--- src/usdsc_defs.vh ---
// Constants for the serial transceiver data path, status and enables block.
// Assumes a single 250 MHz core clock and a plain register port.
`ifndef USDSC_DEFS_VH
`define USDSC_DEFS_VH
// ------------------------------------------------------------
// Register offsets
// ------------------------------------------------------------
`define USDSC_RX_DATA_LOW_ADDR 8'h00
`define USDSC_RX_DATA_HIGH_ADDR 8'h01
`define USDSC_TX_DATA_LOW_ADDR 8'h02
`define USDSC_TX_DATA_HIGH_ADDR 8'h03
`define USDSC_STATUS_ADDR 8'h04
`define USDSC_CONTROL_A_ADDR 8'h05
`define USDSC_CONTROL_B_ADDR 8'h06
`define USDSC_CONTROL_C_ADDR 8'h07
`define USDSC_BAUD_ADDR 8'h08
// ------------------------------------------------------------
// Reset values
// ------------------------------------------------------------
`define USDSC_CONTROL_A_RST 8'h00
`define USDSC_CONTROL_B_RST 8'h00
`define USDSC_CONTROL_C_RST 8'h03
`define USDSC_BAUD_RST 8'h10
// ------------------------------------------------------------
// Field positions
// ------------------------------------------------------------
`define USDSC_ST_RXC 7
`define USDSC_ST_TXC 6
`define USDSC_ST_DRE 5
`define USDSC_ST_RXS 4
`define USDSC_ST_ISF 3
`define USDSC_ST_BDF 1
`define USDSC_ST_WFB 0
`define USDSC_CA_RX_COMPLETE_IRQ_EN 7
`define USDSC_CA_TX_COMPLETE_IRQ_EN 6
`define USDSC_CA_TX_EMPTY_IRQ_EN 5
`define USDSC_CA_START_FRAME_IRQ_EN 4
`define USDSC_CA_LOOP 3
`define USDSC_CA_AUTOBAUD_ERROR_IRQ_EN 2
`define USDSC_CB_RXEN 7
`define USDSC_CB_TXEN 6
`define USDSC_CB_SFDEN 4
`define USDSC_CB_STANDBY 3
// ------------------------------------------------------------
// Encodings and timing
// ------------------------------------------------------------
`define USDSC_MODE_NORMAL 2'h0
`define USDSC_MODE_DOUBLE 2'h1
`define USDSC_MODE_GENERIC_AUTOBAUD_MODE 2'h2
`define USDSC_MODE_CONSTRAINED_AUTOBAUD_MODE 2'h3
`define USDSC_SIZE_5 3'h0
`define USDSC_SIZE_6 3'h1
`define USDSC_SIZE_7 3'h2
`define USDSC_SIZE_9L 3'h6
`define USDSC_SIZE_9H 3'h7
`define USDSC_SYNC_CHAR 8'h55
`define USDSC_BREAK_BITS 5'h0B
`define USDSC_BAUD_MIN 8'h04
`define USDSC_BAUD_MAX 8'hF0
`endif

--- src/usdsc_rx_fifo.v ---
// Two-entry receive queue holding data, ninth bit and parity flag.
// Assumes write and read strobes from logic on the same clock.
`timescale 1ns/100ps
`default_nettype none
module usdsc_rx_fifo (
   // Clock and reset
   input wire clk_in,
   input wire rst_n_in,
   // Control
   input wire flush_in,
   input wire push_in,
   input wire [9:0] push_data_in,
   input wire pop_in,
   // State
   output wire [9:0] head_out,
   output wire not_empty_out,
   output wire full_out
);
   reg [9:0] mem [0:1];
   reg rd_idx;
   reg [1:0] count;
   wire wr_idx = rd_idx ^ count[0];
   assign head_out = mem[rd_idx];
   assign not_empty_out = (count != 2'h0);
   assign full_out = count[1];
   always @(posedge clk_in or negedge rst_n_in) begin
      if (!rst_n_in) begin
         rd_idx <= 1'b0;
         count <= 2'h0;
         mem[0] <= 10'h000;
         mem[1] <= 10'h000;
      end else if (flush_in) begin
         rd_idx <= 1'b0;
         count <= 2'h0;
      end else begin
         // Push is dropped when full; the core leaves full_out open, so overflow goes unflagged
         if (push_in && !full_out)
            mem[wr_idx] <= push_data_in;
         if (pop_in && not_empty_out)
            rd_idx <= ~rd_idx;
         case ({push_in && !full_out, pop_in && not_empty_out})
            2'b10: count <= count + 2'h1;
            2'b01: count <= count - 2'h1;
            default: count <= count;
         endcase
      end
   end
endmodule // usdsc_rx_fifo
`default_nettype wire

--- src/usdsc_core.v ---
// Serial transceiver: data registers, status flags, irq enables, shifters.
// Assumes a plain register port and an asynchronous receive pin.
`timescale 1ns/100ps
`default_nettype none
`include "usdsc_defs.vh"
module usdsc_core (
   // Clock and reset
   input wire CORE_CLK_IN,
   input wire RST_N_IN,
   // Register port
   input wire [7:0] ADDR_IN,
   input wire [7:0] WDATA_IN,
   input wire WR_IN,
   input wire RD_IN,
   output reg [7:0] RDATA_OUT,
   // Serial lines
   input wire RXD_IN,
   output reg TXD_OUT,
   // Interrupt vectors
   output reg RX_VECTOR_OUT,
   output reg TX_VECTOR_OUT,
   output reg EMPTY_VECTOR_OUT,
   input wire TX_VECTOR_ACK_IN
);
   // ------------------------------------------------------------
   // Helpers
   // ------------------------------------------------------------
   function [7:0] size_mask;
      input [2:0] sz;
      begin
         case (sz)
            `USDSC_SIZE_5: size_mask = 8'h1F;
            `USDSC_SIZE_6: size_mask = 8'h3F;
            `USDSC_SIZE_7: size_mask = 8'h7F;
            default: size_mask = 8'hFF;
         endcase
      end
   endfunction
   function [3:0] size_bits;
      input [2:0] sz;
      begin
         case (sz)
            `USDSC_SIZE_5: size_bits = 4'h5;
            `USDSC_SIZE_6: size_bits = 4'h6;
            `USDSC_SIZE_7: size_bits = 4'h7;
            `USDSC_SIZE_9L: size_bits = 4'h9;
            `USDSC_SIZE_9H: size_bits = 4'h9;
            default: size_bits = 4'h8;
         endcase
      end
   endfunction
   // ------------------------------------------------------------
   // Registers
   // ------------------------------------------------------------
   reg [7:0] control_a;
   reg [7:0] control_b;
   reg [7:0] control_c;
   reg [7:0] baud;
   reg [7:0] tx_data_low;
   reg tx_data_high;
   reg tx_empty_flag;
   reg tx_complete_flag;
   reg rx_start_flag;
   reg sync_field_error_flag;
   reg break_detected_flag;
   reg wait_for_break;
   wire wr_status = WR_IN && (ADDR_IN == `USDSC_STATUS_ADDR);
   wire wr_txl = WR_IN && (ADDR_IN == `USDSC_TX_DATA_LOW_ADDR);
   wire rxen = control_b[`USDSC_CB_RXEN];
   wire txen = control_b[`USDSC_CB_TXEN];
   wire [1:0] rx_mode = control_b[2:1];
   wire [1:0] parity_mode = control_c[5:4];
   wire [2:0] char_size = control_c[2:0];
   wire auto_mode = rx_mode[1];
   wire lin_mode = (rx_mode == `USDSC_MODE_CONSTRAINED_AUTOBAUD_MODE);
   // ------------------------------------------------------------
   // Receive pin sync and loop-back
   // ------------------------------------------------------------
   reg [2:0] rxd_sync;
   reg rxd_pin;
   always @(posedge CORE_CLK_IN or negedge RST_N_IN) begin
      if (!RST_N_IN) begin
         rxd_sync <= 3'h7;
         rxd_pin <= 1'b1;
      end else begin
         rxd_sync <= {rxd_sync[1:0], RXD_IN};
         // Change accepted only when stages two and three agree
         if (rxd_sync[1] == rxd_sync[2])
            rxd_pin <= rxd_sync[2];
      end
   end
   wire rx_line = control_a[`USDSC_CA_LOOP] ? TXD_OUT : rxd_pin;
   reg rx_line_d;
   // ------------------------------------------------------------
   // Transmitter
   // ------------------------------------------------------------
   reg [10:0] tx_shift;
   reg [3:0] tx_left;
   reg [7:0] tx_tick;
   reg tx_busy;
   wire tx_load = txen && tx_empty_flag == 1'b0 && !tx_busy;
   wire tx_par = ^(tx_data_low & size_mask(char_size)) ^ parity_mode[0];
   always @(posedge CORE_CLK_IN or negedge RST_N_IN) begin
      if (!RST_N_IN) begin
         tx_shift <= 11'h7FF;
         tx_left <= 4'h0;
         tx_tick <= 8'h00;
         tx_busy <= 1'b0;
         TXD_OUT <= 1'b1;
      end else if (tx_load) begin
         // Unused upper bits masked off before shifting
         tx_shift <= {tx_par, tx_data_high, tx_data_low & size_mask(char_size)};
         tx_left <= size_bits(char_size) + (parity_mode[1] ? 4'h2 : 4'h1);
         tx_tick <= baud;
         tx_busy <= 1'b1;
         TXD_OUT <= 1'b0;
      end else if (tx_busy) begin
         if (tx_tick != 8'h00) begin
            tx_tick <= tx_tick - 8'h01;
         end else if (tx_left == 4'h0) begin
            tx_busy <= 1'b0;
            TXD_OUT <= 1'b1;
         end else begin
            tx_tick <= baud;
            tx_left <= tx_left - 4'h1;
            // Parity sits right after the data bits; stop bit is the final one
            if (tx_left == 4'h1)
               TXD_OUT <= 1'b1;
            else if (parity_mode[1] && tx_left == 4'h2)
               TXD_OUT <= tx_shift[10];
            else
               TXD_OUT <= tx_shift[0];
            if (!(parity_mode[1] && tx_left == 4'h2))
               tx_shift <= {tx_shift[10], 1'b1, tx_shift[9:1]};
         end
      end
   end
   wire tx_done = tx_busy && tx_tick == 8'h00 && tx_left == 4'h0;
   // ------------------------------------------------------------
   // Receiver state machine
   // ------------------------------------------------------------
   localparam RX_IDLE = 4'b0001;
   localparam RX_DATA = 4'b0010;
   localparam RX_STOP = 4'b0100;
   localparam RX_BRK = 4'b1000;
   reg [3:0] rx_state;
   reg [7:0] rx_tick;
   reg [3:0] rx_cnt;
   reg [9:0] rx_shift;
   reg rx_par_in;
   reg [4:0] brk_bits;
   reg want_sync;
   reg pid_next;
   reg rx_push;
   reg [9:0] rx_word;
   wire sync_err_set;
   wire sync_err_clr = wr_status && WDATA_IN[`USDSC_ST_ISF];
   wire [3:0] rx_nbits = size_bits(char_size);
   wire fall = rx_line_d && !rx_line;
   wire rise = !rx_line_d && rx_line;
   wire [7:0] rx_byte = rx_shift[7:0] & size_mask(char_size);
   wire par_bad = parity_mode[1] && ((^rx_byte) ^ parity_mode[0] ^ rx_par_in);
   wire bad_rate = (baud < `USDSC_BAUD_MIN) || (baud > `USDSC_BAUD_MAX);
   assign sync_err_set = rx_state == RX_STOP && rx_tick == 8'h00 && want_sync &&
      (bad_rate || (lin_mode && rx_byte != `USDSC_SYNC_CHAR));
   always @(posedge CORE_CLK_IN or negedge RST_N_IN) begin
      if (!RST_N_IN) begin
         rx_state <= RX_IDLE;
         rx_tick <= 8'h00;
         rx_cnt <= 4'h0;
         rx_shift <= 10'h000;
         rx_par_in <= 1'b0;
         brk_bits <= 5'h00;
         want_sync <= 1'b0;
         pid_next <= 1'b0;
         rx_push <= 1'b0;
         rx_word <= 10'h000;
         rx_line_d <= 1'b1;
      end else begin
         rx_line_d <= rx_line;
         rx_push <= 1'b0;
         if (!rxen || sync_err_clr) begin
            rx_state <= RX_IDLE;
            want_sync <= 1'b0;
            pid_next <= 1'b0;
         end else begin
            case (rx_state)
               RX_IDLE: begin
                  if (fall) begin
                     rx_state <= wait_for_break ? RX_BRK : RX_DATA;
                     rx_tick <= {1'b0, baud[7:1]};
                     rx_cnt <= 4'h0;
                     rx_shift <= 10'h000;
                     brk_bits <= 5'h00;
                  end
               end
               RX_BRK: begin
                  // Any width counts once the line returns high
                  if (rise) begin
                     rx_state <= RX_IDLE;
                     want_sync <= 1'b1;
                  end
               end
               RX_DATA: begin
                  if (rx_tick != 8'h00) begin
                     rx_tick <= rx_tick - 8'h01;
                  end else begin
                     rx_tick <= baud;
                     rx_cnt <= rx_cnt + 4'h1;
                     brk_bits <= rx_line ? 5'h00 : brk_bits + 5'h01;
                     if (rx_cnt == 4'h0) begin
                        rx_cnt <= 4'h1;
                     end else if (rx_cnt <= rx_nbits) begin
                        rx_shift[rx_cnt - 4'h1] <= rx_line;
                     end else if (parity_mode[1] && rx_cnt == rx_nbits + 4'h1) begin
                        rx_par_in <= rx_line;
                     end else if (auto_mode && !rx_line && brk_bits != 5'h1F) begin
                        // Line still low past the frame: keep counting break bits
                        rx_cnt <= rx_cnt;
                     end else begin
                        rx_state <= RX_STOP;
                        rx_tick <= 8'h00;
                     end
                  end
               end
               RX_STOP: begin
                  rx_state <= RX_IDLE;
                  if (auto_mode && brk_bits >= `USDSC_BREAK_BITS) begin
                     want_sync <= 1'b1;
                  end else if (want_sync) begin
                     want_sync <= 1'b0;
                     pid_next <= lin_mode && !sync_err_set;
                  end else begin
                     rx_push <= 1'b1;
                     pid_next <= 1'b0;
                     // Constrained mode: ninth bit flags response space
                     if (lin_mode)
                        rx_word <= {!pid_next, par_bad, rx_byte};
                     else
                        rx_word <= {rx_shift[8], par_bad, rx_byte};
                  end
               end
               default: rx_state <= RX_IDLE;
            endcase
         end
      end
   end
   // ------------------------------------------------------------
   // Receive queue
   // ------------------------------------------------------------
   wire [9:0] rx_head;
   wire rx_complete_flag;
   wire low_first = (char_size == `USDSC_SIZE_9L);
   wire rd_low = RD_IN && ADDR_IN == `USDSC_RX_DATA_LOW_ADDR;
   wire rd_high = RD_IN && ADDR_IN == `USDSC_RX_DATA_HIGH_ADDR;
   // Advance on the second byte of the pair so flags match the data
   wire rx_pop = low_first ? rd_high : rd_low;
   usdsc_rx_fifo u_rx_fifo (
      .clk_in(CORE_CLK_IN),
      .rst_n_in(RST_N_IN),
      .flush_in(!rxen),
      .push_in(rx_push),
      .push_data_in({rx_word[9], rx_word[8] & parity_mode[1], rx_word[7:0]}),
      .pop_in(rx_pop),
      .head_out(rx_head),
      .not_empty_out(rx_complete_flag),
      .full_out()
   );
   // ------------------------------------------------------------
   // Status flags and control writes
   // ------------------------------------------------------------
   always @(posedge CORE_CLK_IN or negedge RST_N_IN) begin
      if (!RST_N_IN) begin
         control_a <= `USDSC_CONTROL_A_RST;
         control_b <= `USDSC_CONTROL_B_RST;
         control_c <= `USDSC_CONTROL_C_RST;
         baud <= `USDSC_BAUD_RST;
         tx_data_low <= 8'h00;
         tx_data_high <= 1'b0;
         tx_empty_flag <= 1'b1;
         tx_complete_flag <= 1'b0;
         rx_start_flag <= 1'b0;
         sync_field_error_flag <= 1'b0;
         break_detected_flag <= 1'b0;
         wait_for_break <= 1'b0;
      end else begin
         if (WR_IN && ADDR_IN == `USDSC_CONTROL_A_ADDR)
            control_a <= WDATA_IN;
         if (WR_IN && ADDR_IN == `USDSC_CONTROL_B_ADDR)
            control_b <= WDATA_IN;
         if (WR_IN && ADDR_IN == `USDSC_CONTROL_C_ADDR)
            control_c <= WDATA_IN;
         if (WR_IN && ADDR_IN == `USDSC_BAUD_ADDR)
            baud <= WDATA_IN;
         if (WR_IN && ADDR_IN == `USDSC_TX_DATA_HIGH_ADDR)
            tx_data_high <= WDATA_IN[0];
         // Writes while not empty are dropped, protecting the pending byte
         if (wr_txl && tx_empty_flag) begin
            tx_data_low <= WDATA_IN;
            tx_empty_flag <= 1'b0;
         end else if (tx_load) begin
            tx_empty_flag <= 1'b1;
         end
         // Set wins over a simultaneous clear
         if (tx_done && tx_empty_flag)
            tx_complete_flag <= 1'b1;
         else if (TX_VECTOR_ACK_IN || (wr_status && WDATA_IN[`USDSC_ST_TXC]))
            tx_complete_flag <= 1'b0;
         if (control_b[`USDSC_CB_SFDEN] && control_b[`USDSC_CB_STANDBY] && fall)
            rx_start_flag <= 1'b1;
         else if ((wr_status && WDATA_IN[`USDSC_ST_RXS]) || !control_b[`USDSC_CB_SFDEN])
            rx_start_flag <= 1'b0;
         if (sync_err_set)
            sync_field_error_flag <= 1'b1;
         else if (sync_err_clr)
            sync_field_error_flag <= 1'b0;
         if (rx_state == RX_STOP && want_sync && auto_mode && !sync_err_set)
            break_detected_flag <= 1'b1;
         else if (rx_push || (wr_status && WDATA_IN[`USDSC_ST_BDF]))
            break_detected_flag <= 1'b0;
         if (wr_status && WDATA_IN[`USDSC_ST_WFB])
            wait_for_break <= 1'b1;
         else if (rx_state == RX_BRK && rise)
            wait_for_break <= 1'b0;
      end
   end
   // ------------------------------------------------------------
   // Read mux and interrupt vectors
   // ------------------------------------------------------------
   reg [7:0] next_rdata;
   always @* begin
      next_rdata = 8'h00;
      case (ADDR_IN)
         `USDSC_RX_DATA_LOW_ADDR: next_rdata = rx_head[7:0] & size_mask(char_size);
         `USDSC_RX_DATA_HIGH_ADDR:
            next_rdata = {rx_complete_flag, 5'h00, rx_head[8] & parity_mode[1], rx_head[9]};
         `USDSC_TX_DATA_LOW_ADDR: next_rdata = tx_data_low;
         `USDSC_STATUS_ADDR:
            // Wait-for-break position always reads zero
            next_rdata = {rx_complete_flag, tx_complete_flag, tx_empty_flag,
               rx_start_flag, sync_field_error_flag, 1'b0, break_detected_flag, 1'b0};
         `USDSC_CONTROL_A_ADDR: next_rdata = control_a;
         `USDSC_CONTROL_B_ADDR: next_rdata = control_b;
         `USDSC_CONTROL_C_ADDR: next_rdata = control_c;
         `USDSC_BAUD_ADDR: next_rdata = baud;
         default: next_rdata = 8'h00;
      endcase
   end
   always @(posedge CORE_CLK_IN or negedge RST_N_IN) begin
      if (!RST_N_IN) begin
         RDATA_OUT <= 8'h00;
         RX_VECTOR_OUT <= 1'b0;
         TX_VECTOR_OUT <= 1'b0;
         EMPTY_VECTOR_OUT <= 1'b0;
      end else begin
         RDATA_OUT <= RD_IN ? next_rdata : 8'h00;
         // Levels: each request holds while its flag stays set
         RX_VECTOR_OUT <= (rx_complete_flag && control_a[`USDSC_CA_RX_COMPLETE_IRQ_EN]) ||
            (rx_start_flag && control_a[`USDSC_CA_START_FRAME_IRQ_EN]) ||
            (sync_field_error_flag && control_a[`USDSC_CA_AUTOBAUD_ERROR_IRQ_EN]);
         TX_VECTOR_OUT <= tx_complete_flag && control_a[`USDSC_CA_TX_COMPLETE_IRQ_EN];
         EMPTY_VECTOR_OUT <= tx_empty_flag && control_a[`USDSC_CA_TX_EMPTY_IRQ_EN];
      end
   end
endmodule // usdsc_core
`default_nettype wire

--- config.mk ---
export PLATFORM = sky130hd
export DESIGN_NAME = usdsc_core
export DESIGN_NICKNAME = d
export VERILOG_FILES = /design/src/usdsc_rx_fifo.v /design/src/usdsc_core.v
export VERILOG_INCLUDE_DIRS = /design/src
export SDC_FILE = /design/constraint.sdc
export NUM_CORES = 1
export LEC_CHECK = 0
export ABC_AREA = 1
export BUFFER_PORTS_ARGS = -buffer_cell sky130_fd_sc_hd__buf_2
export CAP_MARGIN = 20
export CORE_MARGIN = 2
export CORE_UTILIZATION = 30
export DETAILED_ROUTE_END_ITERATION = 8
export PLACE_DENSITY_LB_ADDON = 0.2
export SYNTH_ARGS = -nofsm -noshare
export SYNTH_HDL_FRONTEND = slang
export SYNTH_HIERARCHICAL = 1
export SYNTH_SLANG_ARGS = --single-unit
--- constraint.sdc ---
create_clock -name CORE_CLK_IN -period 2.82 [get_ports CORE_CLK_IN]
set_clock_uncertainty 0.1 [all_clocks]
set_input_delay 0.141 -clock CORE_CLK_IN [delete_from_list [all_inputs] [get_ports CORE_CLK_IN]]
set_output_delay 0.141 -clock CORE_CLK_IN [all_outputs]
set_load 0.01 [all_outputs]
==> impl_metrics.yaml <==
run_status:
  run_status: "complete, no violations"
timing:
  maxSlewViolCount: 0
  fin_crit_ns: 2.55
  hold_ws_ns: 0.0290
  setup_violations: 0
  finalCritPeriodShare_pct: 90.4
  rsz0062_at_grt: "no"
  worst_slew_pin_slew_ns: 0.894
  fmax_mhz: 392
  hold_viol_final: 0
  relSlewSlack_pct: 40.4
  fin_setup_tns_ns: 0
cts:
  cts-buffers-inserted: 17
  cts_sinks: 155
  root_buffer: "clkbuf_16"
  cts_tree: "built"
  cts_setup_buffers: 0
  clock_latency_ns: 0.42
  cts_buffer_depth: 2
  clkTransAtPathRegs_ns: 0.07
  htreeDepth: 4
placement:
  hpwl_um: 17900
  io_buffers: 33
  place_inst: 1562
  routabilityCongestion: 0.919
synth:
  synth_top_area_share_pct: 38.0
  yosys_warnings: 6
  synthCells: 1159
  yosys-top-cells-count: "nand2_1 (380), inv_1 (146), dfrtp_1 (133)"
  yosysTopAreaCell: "dfrtp_1"
  ys.flop_type: "dfrtp_1"
  seq_area_frac_synth_pct: 44.5
  netlist_top_cells_area: "dfrtp_1 (38%), nand2_1 (16%), dfstp_2 (6.6%)"
  yosysUniqueCellTypes: 44
  synth_edf_count: 0
  synth_most_common_cell: "nand2_1"
  syn_area_sq_mm: 0.00877
  ys_ff_latch: 155
  async_flop_share_pct: 100
  avgSynthCellArea_sq_um: 7.57
  syn-num-nets: 1207
grt:
  track_usage_pct: 16.2
  grt-busiest-layer: "met2"
  grt_use_met2_pct: 26.3
  grt_max_degree: 65
  grt_pass1_wl_um: 39000
  grt_pass1_vias: 7132
  grtUsageMet1_pct: 22.4
  grt_use_met3_pct: 2.48
  antenna_found_initial: 0
  grt.overflow.total: 0
finish:
  syn_to_final_growth_pct: 13.8
  drive_gt1_share_pct: 13.4
  instances_no_fill: 1599
  fin_util_pct: 34.7
  fin_nets: 1250
  diodes: 0
critical_path:
  start_kind: "flop"
  slowest_delay_ns: 0.59
  end_kind: "flop"
  cp.arrival_ns: 2.81
  critPathKind: "flop to flop"
  crit_top_cell: "nand2_1"
  crit_buf_inv: 1
  crit_family: "simple AND/OR/NAND/NOR gates"
  crit_path_cell_trace: "inv_1, o21ai_0, ha_1, nor2_1, nand3_1, nor2_1, nand2_1, nand2_2, nand2_2, nand2_1, nand3_1, nand2_1"
  cp_slowest_cell: "dfstp_2"
  crit_fanout: 10
  cp.required_ns: 3.08
floorplanning:
  initial_core_util_pct: 30.5
  top_level_ports: 34
  die_h_um: 175
  die_w_um: 175
  rows: 62
  core-area_sq_mm: 0.0288
  die_area_sq_mm: 0.0306
drt:
  viasPerCell: 4.61
  wl_um: 23900
  routedWlPerCell_um: 14.9
  drc: 0
  vias: 7368
  dr.pass1.iters: 5
  antenna_left: 0
  drtIter0Drc: 546
run:
  maxCapViolCount: 0
hold_path:
  holdCritPathClass: "primary input to flop"
power:
  finalPower_uw: 5790
  leakage_uw: 0.00478
  worst_ir_drop_vdd_mv: 0.400
  power_density_mw_per_mm2: 580
## layout make-up
class | count | area (sq um)
Sequential cell | 155 | 3910
Clock buffer | 19 | 433
Multi-Input combinational cell | 822 | 4120
Timing Repair Buffer | 49 | 317
Tap cell | 384 | 480
Fill cell | 3103 | 18800
Clock inverter | 13 | 133
Inverter | 157 | 589
## power breakdown
part | switching [uW] | internal [uW] | total [uW]
Sequential | 146 | 2440 | 2580
Combinational | 636 | 339 | 975
Clock | 990 | 1240 | 2230
## tightest hold or removal path: stages
cell and delay [ns]:
buf_2 0.09, inv_1 0.12, a21oi_1 0.14
## placed cells by master (no fill, tap or decap), types with 11 or more instances in the layout
| cell | netlist | layout |
|---|---|---|
| o22ai_1 | 12 | 12 |
| o21ai_0 | 101 | 101 |
| buf_2 | 9 | 32 |
| nand2_1 | 380 | 380 |
| o21ai_1 | 12 | 12 |
| ha_1 | 25 | 25 |
| a21oi_1 | 29 | 29 |
| inv_2 | 11 | 11 |
| nand3_1 | 69 | 69 |
| xor2_1 | 14 | 14 |
| nand4_1 | 23 | 23 |
| o21ai_2 | 20 | 20 |
| clkbuf_16 | 0 | 17 |
| dfrtp_1 | 133 | 133 |
| nor2_1 | 76 | 76 |
| dfstp_2 | 22 | 22 |
| inv_1 | 146 | 146 |
## routing by layer
layer	share of wire, %	wire length [um]
met1	49	11800
met4	2.0	470
met3	2.8	667
met5	0	0
met2	46	10900
## cells by family (layout without fill, tap and decap cells)
group | after synthesis | in the layout | share of synthesized area, %
AND/OR/NAND/NOR | 590 | 590 | 29.1
AO/OA/AOI/OAI | 187 | 187 | 12.2
buffers and inverters | 182 | 238 | 8.43
flip-flops | 155 | 155 | 44.5
adder cells (fa/ha/maj) | 27 | 27 | 3.91
XOR/XNOR | 18 | 18 | 1.80
## registers in the layout, indices dropped and copies added, names as in the netlist, 2 cells and up
register,flops
tx_data_low,8
rx_tick,8
rxd_sync,3
rx_word,10
tx_tick,8
u_rx_fifo/count,2
rx_cnt,4
baud,8
rx_shift,9
control_c,8
rx_state,4
u_rx_fifo/mem,20
brk_bits,5
RDATA_OUT,8
control_b,8
tx_left,4
control_a,8
tx_shift,11
## path summary, 6_finish.rpt
path                       slack (ns)           end  cells after the start    startpoint
max reg2reg                      0.27   rx_state[1]                     12  control_c[1]
max                              0.27   rx_state[1]                     12  control_c[1]
min                              0.03  RDATA_OUT[1]                      3         RD_IN
min reg2reg                      0.26   rxd_sync[1]                      0   rxd_sync[0]
max in group asynchronous        1.63   tx_shift[7]                      3      RST_N_IN
min in group asynchronous        0.19   brk_bits[0]                      2      RST_N_IN
## metrics by stage
| stage | area [sq um] | worst slack (ns) |
|---|---|---|
| global route | 9980 | 0.0588 |
| finish | 9980 | 0.269 |
| global placement | 9370 | 0.371 |
| detailed placement | 9370 | 0.313 |
| CTS | 9980 | 0.303 |
| floorplan | 8770 | 0.379 |
## what timing repair did
action | CTS | global route
hold endpoints to repair | 58 | 0
gates resized for setup | 0 | 0
hold buffers | 5 | 0
Note: power is estimated with default switching activity, not from simulation.
